<file path="src/inc/supervisor_pkg.sv">
// Constants, state type and pin bundles for the supply supervisor block.
// Assumes a 25 MHz system clock; all comparator levels arrive as digital inputs.
// What this block does
// - Steady service input for timeout starts reset.
// - Floating service input disables watchdog entirely.
// - Reset or float holds watchdog timer cleared.
// - Watchdog restarts from zero once both released.
// - Any 50 ns pulse services the watchdog.
// - Watchdog timeout gives one 200 ms reset.
// - Reset on low supply or watchdog timeout.
// - Reset stays 200 ms after supply recovers.
// - Brownout during pulse restarts full 200 ms.
// - Reset held down to the 1 V floor.
// - Active-high reset is inverse of active-low.
// - Warning low when sense below reference.
// - Backup mode forces warning low.
// - Above threshold, output always from main supply.
// - Battery only when below threshold and battery.
// - Switchover uses the hysteresis comparator result.
// - Backup mode: watchdog off, reset asserted.
// - Floating service input reads as neither level.
package supervisor_pkg;

   // ======================================================================
   // Timing.
   localparam longint unsigned CLK_HZ = 64'd25_000_000;
   localparam longint unsigned WATCHDOG_TIMEOUT_MS = 64'd1600;
   localparam longint unsigned RESET_PULSE_WIDTH_MS = 64'd200;
   localparam int unsigned SERVICE_PULSE_NS = 50;
   localparam longint unsigned WATCHDOG_CYCLES = WATCHDOG_TIMEOUT_MS * CLK_HZ / 64'd1000;
   localparam longint unsigned RESET_CYCLES = RESET_PULSE_WIDTH_MS * CLK_HZ / 64'd1000;
   // Service pulse is shorter than one 40 ns cycle times two, so one sampled cycle counts.
   localparam int unsigned SERVICE_CYCLES = (SERVICE_PULSE_NS * 25 + 999) / 1000;
   localparam int unsigned CNT_W = 27;

   // ======================================================================
   // Reset generator state.
   typedef enum logic [1:0] {
      RST_HOLD,
      RST_PULSE,
      RST_IDLE
   } rst_state_t;

   // Three-level service input, already resolved by the pad.
   typedef struct packed {
      logic driven;
      logic level;
   } service_pin_t;

   // Comparator results, hysteresis applied outside.
   typedef struct packed {
      logic supply_ok;
      logic main_above_batt;
      logic sense_above_ref;
      logic supply_above_1v;
   } compare_t;

endpackage : supervisor_pkg

</file>
<file path="src/hw/power_supervisor_watchdog.sv">
// Supply supervisor: reset generator, three-level watchdog, power-fail warning
// and battery switchover select. Comparator levels are digital pin inputs.
`timescale 1ns/1ps
`default_nettype none
module power_supervisor_watchdog (
   // Clock and reset.
   input wire logic clk_i,
   input wire logic nrst_i,
   // Service input, resolved by the pad into driven flag and level.
   input wire supervisor_pkg::service_pin_t watchdog_service_input_i,
   // Comparator results.
   input wire supervisor_pkg::compare_t compare_i,
   // Outputs to the processor and the supply switch.
   output logic reset_n_o,
   output logic reset_o,
   output logic power_fail_warning_output_o,
   output logic switched_supply_sel_batt_o
);
   // ======================================================================
   // Synchronised inputs.
   logic [5:0] raw;
   logic [5:0] syn;
   logic svc_driven;
   logic svc_level;
   logic supply_ok;
   logic main_above_batt;
   logic sense_ok;
   logic above_1v;

   // Pins all come from outside the clock domain.
   // Each level is synchronised on its own; they are slow, so a one-cycle skew is harmless.
   assign raw = {watchdog_service_input_i, compare_i};
   assign {svc_driven, svc_level, supply_ok, main_above_batt, sense_ok, above_1v} = syn;

   sync_stage #(.W(6)) u_sync (
      .clk_i(clk_i),
      .nrst_i(nrst_i),
      .d_i(raw),
      .q_o(syn)
   );

   // ======================================================================
   // Supply switchover.
   logic backup;

   // Battery only when main is under threshold and under battery.
   assign backup = !supply_ok && !main_above_batt;

   // Selection comes from a flop as a data output.
   always_ff @(posedge clk_i) begin
      if (!nrst_i) begin
         switched_supply_sel_batt_o <= 1'b0;
      end else begin
         switched_supply_sel_batt_o <= backup;
      end
   end

   // ======================================================================
   // Power-fail warning, off in backup to save battery.
   always_ff @(posedge clk_i) begin
      if (!nrst_i) begin
         power_fail_warning_output_o <= 1'b0;
      end else begin
         power_fail_warning_output_o <= sense_ok && !backup;
      end
   end

   // ======================================================================
   // Watchdog.
   logic [supervisor_pkg::CNT_W-1:0] wd_cnt_q;
   logic prev_level_q;
   logic wd_active;
   logic toggle;
   logic wd_expire;
   logic reset_asserted;

   // Float, backup or an active reset stop the watchdog.
   // The pad turns the biased middle level of a floating pin into driven = 0.
   assign wd_active = svc_driven && !backup && !reset_asserted;
   // A 50 ns pulse survives sampling at 40 ns as at least one changed sample.
   assign toggle = svc_level != prev_level_q;
   assign wd_expire = wd_active &&
      (wd_cnt_q == supervisor_pkg::CNT_W'(supervisor_pkg::WATCHDOG_CYCLES - 1));

   // Level history follows the pin even while the timer is held.
   always_ff @(posedge clk_i) begin
      if (!nrst_i) begin
         prev_level_q <= 1'b0;
      end else begin
         prev_level_q <= svc_level;
      end
   end

   // Timer counts only while active; any toggle clears it.
   always_ff @(posedge clk_i) begin
      if (!nrst_i) begin
         wd_cnt_q <= '0;
      end else if (!wd_active || toggle || wd_expire) begin
         wd_cnt_q <= '0;
      end else begin
         wd_cnt_q <= wd_cnt_q + 1'b1;
      end
   end

   // ======================================================================
   // Reset generator.
   supervisor_pkg::rst_state_t state_q;
   logic [supervisor_pkg::CNT_W-1:0] rst_cnt_q;

   assign reset_asserted = (state_q != supervisor_pkg::RST_IDLE);

   // Hold while supply is low; then time one full pulse.
   // A dip in mid-pulse drops back to HOLD, so the pulse after it is full length.
   always_ff @(posedge clk_i) begin
      if (!nrst_i) begin
         state_q <= supervisor_pkg::RST_HOLD;
         rst_cnt_q <= '0;
      end else begin
         case (state_q)
            supervisor_pkg::RST_HOLD: begin
               rst_cnt_q <= '0;
               if (supply_ok) begin
                  state_q <= supervisor_pkg::RST_PULSE;
               end
            end
            supervisor_pkg::RST_PULSE: begin
               if (!supply_ok) begin
                  state_q <= supervisor_pkg::RST_HOLD;
                  rst_cnt_q <= '0;
               end else if (rst_cnt_q ==
                  supervisor_pkg::CNT_W'(supervisor_pkg::RESET_CYCLES - 1)) begin
                  state_q <= supervisor_pkg::RST_IDLE;
                  rst_cnt_q <= '0;
               end else begin
                  rst_cnt_q <= rst_cnt_q + 1'b1;
               end
            end
            supervisor_pkg::RST_IDLE: begin
               rst_cnt_q <= '0;
               if (!supply_ok) begin
                  state_q <= supervisor_pkg::RST_HOLD;
               end else if (wd_expire) begin
                  state_q <= supervisor_pkg::RST_PULSE;
               end
            end
            default: begin
               state_q <= supervisor_pkg::RST_HOLD;
               rst_cnt_q <= '0;
            end
         endcase
      end
   end

   // Outputs are flopped; the pair is updated together so it never disagrees.
   // Below 1 V the pin is undefined; we simply keep asserting.
   always_ff @(posedge clk_i) begin
      if (!nrst_i) begin
         reset_n_o <= 1'b0;
         reset_o <= 1'b1;
      end else begin
         reset_n_o <= !(reset_asserted || backup || !above_1v);
         reset_o <= reset_asserted || backup || !above_1v;
      end
   end

   // ======================================================================
   // Checks.
   property p_inverse;
      @(posedge clk_i) disable iff (!nrst_i) reset_o == !reset_n_o;
   endproperty
   a_inverse: assert property (p_inverse) else $error("reset pair disagrees");

   property p_backup_pf;
      @(posedge clk_i) disable iff (!nrst_i) backup |=> !power_fail_warning_output_o;
   endproperty
   a_backup_pf: assert property (p_backup_pf) else $error("warning high in backup");

   property p_backup_rst;
      @(posedge clk_i) disable iff (!nrst_i) backup |=> !reset_n_o;
   endproperty
   a_backup_rst: assert property (p_backup_rst) else $error("reset released in backup");

   property p_low_supply;
      @(posedge clk_i) disable iff (!nrst_i) !supply_ok |=> ##1 !reset_n_o;
   endproperty
   a_low_supply: assert property (p_low_supply) else $error("no reset on low supply");

   property p_pf_follow;
      @(posedge clk_i) disable iff (!nrst_i) (sense_ok && !backup) |=> power_fail_warning_output_o;
   endproperty
   a_pf_follow: assert property (p_pf_follow) else $error("warning not high");

   property p_float;
      @(posedge clk_i) disable iff (!nrst_i) !svc_driven |=> wd_cnt_q == '0;
   endproperty
   a_float: assert property (p_float) else $error("timer counts while floating");

   property p_held;
      @(posedge clk_i) disable iff (!nrst_i) reset_asserted |=> wd_cnt_q == '0;
   endproperty
   a_held: assert property (p_held) else $error("timer counts during reset");

   property p_toggle;
      @(posedge clk_i) disable iff (!nrst_i) toggle |=> wd_cnt_q == '0;
   endproperty
   a_toggle: assert property (p_toggle) else $error("toggle did not clear timer");

   property p_expire;
      @(posedge clk_i) disable iff (!nrst_i)
         (wd_expire && supply_ok) |=> (state_q == supervisor_pkg::RST_PULSE) ##1 !reset_n_o;
   endproperty
   a_expire: assert property (p_expire) else $error("timeout gave no reset");

   property p_main;
      @(posedge clk_i) disable iff (!nrst_i) supply_ok |=> !switched_supply_sel_batt_o;
   endproperty
   a_main: assert property (p_main) else $error("battery chosen above threshold");

   property p_count;
      @(posedge clk_i) disable iff (!nrst_i)
         (wd_active && !toggle && !wd_expire) |=> wd_cnt_q == $past(wd_cnt_q) + 1'b1;
   endproperty
   a_count: assert property (p_count) else $error("timer did not advance");

   // ======================================================================
   // Assertion helper: cycles the active-low reset has been held low.
   // It watches the output pin itself, so a wrong pulse count in the
   // generator cannot hide behind the generator's own counter.
   logic [supervisor_pkg::CNT_W-1:0] low_cnt_q;

   // Saturates so that a long supply outage cannot wrap it back to zero.
   always_ff @(posedge clk_i) begin
      if (!nrst_i) begin
         low_cnt_q <= '0;
      end else if (reset_n_o) begin
         low_cnt_q <= '0;
      end else if (low_cnt_q != '1) begin
         low_cnt_q <= low_cnt_q + 1'b1;
      end
   end

   // ======================================================================
   // Checks on the reset generator, the supply select, the warning and the watchdog timer.
   property p_rst_len;
      @(posedge clk_i) disable iff (!nrst_i)
         $rose(reset_n_o) |-> low_cnt_q >= supervisor_pkg::CNT_W'(supervisor_pkg::RESET_CYCLES);
   endproperty
   a_rst_len: assert property (p_rst_len) else $error("reset released too early");

   property p_hold_exit;
      @(posedge clk_i) disable iff (!nrst_i)
         (state_q == supervisor_pkg::RST_HOLD && supply_ok) |=> (state_q == supervisor_pkg::RST_PULSE) && (rst_cnt_q == '0);
   endproperty
   a_hold_exit: assert property (p_hold_exit) else $error("no pulse after supply recovered");

   property p_hold_stay;
      @(posedge clk_i) disable iff (!nrst_i)
         (state_q == supervisor_pkg::RST_HOLD && !supply_ok) |=> state_q == supervisor_pkg::RST_HOLD;
   endproperty
   a_hold_stay: assert property (p_hold_stay) else $error("hold left while supply low");

   property p_idle_low;
      @(posedge clk_i) disable iff (!nrst_i)
         (state_q == supervisor_pkg::RST_IDLE && !supply_ok) |=> state_q == supervisor_pkg::RST_HOLD;
   endproperty
   a_idle_low: assert property (p_idle_low) else $error("low supply missed when idle");

   property p_brownout;
      @(posedge clk_i) disable iff (!nrst_i)
         (state_q == supervisor_pkg::RST_PULSE && !supply_ok) |=> (state_q == supervisor_pkg::RST_HOLD) && (rst_cnt_q == '0);
   endproperty
   a_brownout: assert property (p_brownout) else $error("brownout did not restart pulse");

   property p_pulse_step;
      @(posedge clk_i) disable iff (!nrst_i)
         (state_q == supervisor_pkg::RST_PULSE && supply_ok &&
          rst_cnt_q != supervisor_pkg::CNT_W'(supervisor_pkg::RESET_CYCLES - 1))
         |=> (state_q == supervisor_pkg::RST_PULSE) && (rst_cnt_q == $past(rst_cnt_q) + 1'b1);
   endproperty
   a_pulse_step: assert property (p_pulse_step) else $error("pulse timer did not advance");

   property p_pulse_end;
      @(posedge clk_i) disable iff (!nrst_i)
         (state_q == supervisor_pkg::RST_PULSE && supply_ok &&
          rst_cnt_q == supervisor_pkg::CNT_W'(supervisor_pkg::RESET_CYCLES - 1))
         |=> state_q == supervisor_pkg::RST_IDLE;
   endproperty
   a_pulse_end: assert property (p_pulse_end) else $error("pulse did not end");

   property p_release;
      @(posedge clk_i) disable iff (!nrst_i)
         (state_q == supervisor_pkg::RST_IDLE && above_1v && !backup) |=> reset_n_o && !reset_o;
   endproperty
   a_release: assert property (p_release) else $error("reset not released when idle");

   property p_rel_supply;
      @(posedge clk_i) disable iff (!nrst_i)
         reset_n_o |-> $past(supply_ok, 2);
   endproperty
   a_rel_supply: assert property (p_rel_supply) else $error("reset released on low supply");

   property p_rel_1v;
      @(posedge clk_i) disable iff (!nrst_i)
         reset_n_o |-> $past(above_1v);
   endproperty
   a_rel_1v: assert property (p_rel_1v) else $error("reset released below floor");

   property p_rel_backup;
      @(posedge clk_i) disable iff (!nrst_i)
         reset_n_o |-> !$past(backup);
   endproperty
   a_rel_backup: assert property (p_rel_backup) else $error("reset released in backup");

   property p_low_1v;
      @(posedge clk_i) disable iff (!nrst_i)
         !above_1v |=> !reset_n_o && reset_o;
   endproperty
   a_low_1v: assert property (p_low_1v) else $error("reset not held below floor");

   property p_pf_low;
      @(posedge clk_i) disable iff (!nrst_i)
         !sense_ok |=> !power_fail_warning_output_o;
   endproperty
   a_pf_low: assert property (p_pf_low) else $error("warning high with sense low");

   property p_battery;
      @(posedge clk_i) disable iff (!nrst_i)
         backup |=> switched_supply_sel_batt_o;
   endproperty
   a_battery: assert property (p_battery) else $error("battery not chosen in backup");

   property p_main_low;
      @(posedge clk_i) disable iff (!nrst_i)
         (!supply_ok && main_above_batt) |=> !switched_supply_sel_batt_o;
   endproperty
   a_main_low: assert property (p_main_low) else $error("battery chosen below main");

   property p_backup_wd;
      @(posedge clk_i) disable iff (!nrst_i)
         backup |=> wd_cnt_q == '0;
   endproperty
   a_backup_wd: assert property (p_backup_wd) else $error("timer counts in backup");

   property p_restart;
      @(posedge clk_i) disable iff (!nrst_i)
         $rose(wd_active) |-> wd_cnt_q == '0;
   endproperty
   a_restart: assert property (p_restart) else $error("timer did not restart from zero");

endmodule : power_supervisor_watchdog
`default_nettype wire

</file>
<file path="src/hw/sync_stage.sv">
// Two-flop synchroniser for a bundle of asynchronous level inputs.
// Assumes the inputs are slow levels; no bus coherence is needed.
`timescale 1ns/1ps
`default_nettype none
module sync_stage #(
   parameter int W = 1
) (
   // Clock and reset.
   input wire logic clk_i,
   input wire logic nrst_i,
   // Data.
   input wire logic [W-1:0] d_i,
   output logic [W-1:0] q_o
);
   logic [W-1:0] meta_q;

   // The first stage feeds only the second stage.
   always_ff @(posedge clk_i) begin
      if (!nrst_i) begin
         meta_q <= '0;
         q_o <= '0;
      end else begin
         meta_q <= d_i;
         q_o <= meta_q;
      end
   end
endmodule : sync_stage
`default_nettype wire

</file>
<file path="config.mk">
export PLATFORM = sky130hd
export DESIGN_NAME = power_supervisor_watchdog
export DESIGN_NICKNAME = d
export VERILOG_FILES = /design/src/inc/supervisor_pkg.sv /design/src/hw/power_supervisor_watchdog.sv /design/src/hw/sync_stage.sv
export SDC_FILE = /design/constraint.sdc
export NUM_CORES = 1
export LEC_CHECK = 0
export BUFFER_PORTS_ARGS = -buffer_cell sky130_fd_sc_hd__buf_2
export CELL_PAD_IN_SITES_DETAIL_PLACEMENT = 1
export CELL_PAD_IN_SITES_GLOBAL_PLACEMENT = 2
export CORE_MARGIN = 2
export CORE_UTILIZATION = 41
export CTS_BUF_LIST = sky130_fd_sc_hd__clkbuf_8
export DETAILED_ROUTE_END_ITERATION = 8
export GPL_ROUTABILITY_DRIVEN = 0
export GPL_TIMING_DRIVEN = 1
export PLACE_DENSITY = 0.91
export SLEW_MARGIN = 20
export SYNTH_ARGS = -nofsm -noshare
export SYNTH_HDL_FRONTEND = slang
export SYNTH_HIERARCHICAL = 1
export SYNTH_SLANG_ARGS = --single-unit
</file>
<file path="constraint.sdc">
create_clock -name clk_i -period 2.35 [get_ports clk_i]
set_clock_uncertainty 0.1 [all_clocks]
set_input_delay 0.3525 -clock clk_i [delete_from_list [all_inputs] [get_ports clk_i]]
set_output_delay 0.3525 -clock clk_i [all_outputs]
set_load 0.1 [all_outputs]
</file>
==> flow_summary_export.csv <==
group,metric,value,unit
sta,setup_viol,0,
logic_synthesis,syn-num-nets,351,
logic_synthesis,yosys.area.top_type,"dfxtp_1",
setup_path,cp_data_arrival_time,2200,ps
final_layout,area_delta_synth_final,10.9,%
logic_synthesis,seq_area_frac_synth,0.460,
cts,cts-root-buf,"clkbuf_8",
final_layout,stdcell_count,464,
logic_synthesis,synthDistinctLibCells,37,
setup_path,cp-start-kind,"flop",
final_layout,layout.nets,367,
sta,clock.fmax,494,MHz
floorplanning,core_area,7610,µm²
floorplanning,die-area,8470,µm²
final_layout,drive_gt1_frac,0.152,
setup_path,r2r_slack,320,ps
sta,final_max_slew_viol_count,0,
sta,rsz0062_at_grt,"false",
sta,fin_crit,2030,ps
cts,numCtsBuffers,9,
route,wl_per_cell,14.7,µm
logic_synthesis,synth_top_area_frac,0.460,
logic_synthesis,synth-seq-cells,73,
pwr,clkPwrFrac,0.444,
cts,clkTransAtPathRegs,90,ps
pwr,combPwrFrac,0.015,
setup_path,cp.required,2520,ps
global_route,grt_max_degree,28,
pwr,power_density,657,nW/µm²
final_layout,register_area,1460,µm²
route,drc,0,
cts,hold_buffers,0,
pwr,p_leak,1.10,nW
setup_path,path_max_fanout,13,
global_route,antenna_found_initial,0,
flow_run,maxCapViolations,0,
sta,period_share,0.862,
floorplanning,ios,12,
cts,insertion_delay,350,ps
pwr,switching_share,0.235,
route,route.vias.total,2576,
route,detail-route-antenna-nets,0,
setup_path,end_kind,"flop",
logic_synthesis,syn_inst,341,
logic_synthesis,ys_warn_count,6,
placement,dp_hpwl,4630,µm
placement,dp_slack,225,ps
cts,htree_num_levels,3,
sta,hold_ws,104,ps
cts,numClockSinks,73,
logic_synthesis,syn_area,3180,µm²
global_route,grt_pass1_vias,2642,
floorplanning,die_h,92.0,µm
placement,post-place-cells,448,
logic_synthesis,synth_top_flop_cell,"dfxtp_1",
cts,cts_tree,"built",
sta,relSlewSlack,0.671,
floorplanning,start_util,0.418,
route,route.final.wire_length,6800,µm
route,dr.pass1.iters,4,
global_route,overflow,0,
pwr,intPower,0.00177,W
sta,tightestPinTransition,487,ps
logic_synthesis,synth_edf_count,0,
final_layout,final_util,0.463,
hold_path,min_path_type,"primary input to flop",
sta,timing.setup.tns,0,ps
global_route,grt_first_pass_wirelength,12100,µm
global_route,grt_usage,0.175,
route,first_iter_violations,67,
cts,clock_path_buffers,2,
pwr,p_sw,0.000544,W
sta,hold_violations,0,
outcome,status,"complete, no violations",
floorplanning,rows,32,
final_layout,multi_input_area,1590,µm²
pwr,power_frac_seq,0.541,
route,avgViaCountPerCell,5.55,
logic_synthesis,synthTopCellsByArea,"dfxtp_1 46%, xor2_1 5.0%, a21oi_1 3.8%, nor2_1 3.8%, nand4_1 3.5%",
logic_synthesis,synthArstFlopShare,0,
final_layout,diodes,0,
placement,port_buffers,11,
logic_synthesis,synthTopCellsByCount,"73 x dfxtp_1, 32 x nor2_1, 24 x a21oi_1, 19 x nand2_1",
logic_synthesis,synthMostInstantiatedCell,"dfxtp_1",
sta,worst_slack,324,ps
setup_path,critPathKind,"flop to flop",
floorplanning,die_w,92.0,µm
logic_synthesis,postSynthAreaPerCell,9.32,µm²
pwr,ir_worst_vdd,0.000465,V
final_layout,fillCellCount,889,
==> stage by stage <==
step	total power, W	instance area (µm²)
2_1_floorplan	0.00131	3180
3_3_place_gp	0.00131	3310
3_5_place_dp	0.00132	3310
5_1_grt	0.00240	3520
4_1_cts	0.00234	3520
6_report	0.00231	3520
==> area by class of cell <==
class                      instances  share of cell area
tap                              102              0.0362
timing repair buffer              17              0.0284
multi-input combinational        247               0.452
clock buffer                       9              0.0352
sequential                        73               0.415
inverter                           9             0.00959
clock inverter                     7              0.0234
==> sequential cells by signal (all words and copies together), names as in the netlist <==
name	count
rst_cnt_q	27
wd_cnt_q	27
u_sync/meta_q	6
u_sync/q_o	6
state_q	2
power_fail_warning_output_o	1
prev_level_q	1
reset_n_o	1
reset_o	1
switched_supply_sel_batt_o	1
==> worst paths after layout <==
check | endpoint | start | depth (start not counted)
setup / recovery | rst_cnt_q[26]$_SDFF_PP0_ | rst_cnt_q[0]$_SDFF_PP0_ | 5
hold / removal | u_sync/meta_q[4]$_SDFF_PN0_ | watchdog_service_input_i[0] | 2
setup reg to reg | rst_cnt_q[26]$_SDFF_PP0_ | rst_cnt_q[0]$_SDFF_PP0_ | 5
hold reg to reg | reset_o$_SDFF_PN1_ | u_sync/q_o[0]$_SDFF_PN0_ | 1
==> repair_timing <==
action,in CTS,in global routing
endpoints found under the setup margin,0,1
resized for setup,0,1
setup buffers,0,0
==> worst max-delay path, stage by stage, from the launching register on <==
cell	delay, ps
dfxtp_1	390
ha_1	260
and4_1	280
nand3_2	230
or4_1	530
a21oi_1	150
==> layout by cell type (no fill, tap or decap), types with 2 or more instances in the layout <==
cell type   count
nor3b_1         2
buf_2          11
nand3_1        14
nor4b_1         5
nor4_1          3
nor2_1         32
and4_1         11
xnor2_1         7
nand4_1        18
and2_2          8
inv_1           9
o31ai_1        15
inv_6           3
and2_1          8
a21oi_1        24
and3_1          5
nand3_2         2
ha_1            2
or4_1          13
or4_4           4
a21oi_2         3
buf_4           6
or3_1          11
clkinvlp_4      2
dfxtp_1        73
xor2_1         18
o21ai_0        12
nand2b_1        2
nand2_1        19
clkbuf_8        9
==> power by group through the flow <==
stage               Clock (W)  Sequential (W)  Combinational, W
global placement            0         0.00128         0.0000338
finish                0.00103         0.00125         0.0000343
CTS                   0.00106         0.00125         0.0000350
detailed placement          0         0.00128         0.0000347
global route          0.00111         0.00125         0.0000378
floorplan                   0         0.00129         0.0000154
==> routing by layer <==
| layer | share of wire | track usage |
|---|---|---|
| met5 | 0 | 0 |
| met3 | 0.021 | 0.0345 |
| met1 | 0.47 | 0.218 |
| met4 | 0.021 | 0.0808 |
| met2 | 0.48 | 0.292 |
==> logic make-up after synthesis <==
group                    after synthesis  synth area share
AO/OA/AOI/OAI                         59             0.117
XOR/XNOR                              25            0.0689
adder cells (fa/ha/maj)                2           0.00787
buffers and inverters                 21            0.0402
flip-flops                            73             0.460
AND/OR/NAND/NOR                      161             0.306
No activity file was read; power rests on OpenSTA's default activity.
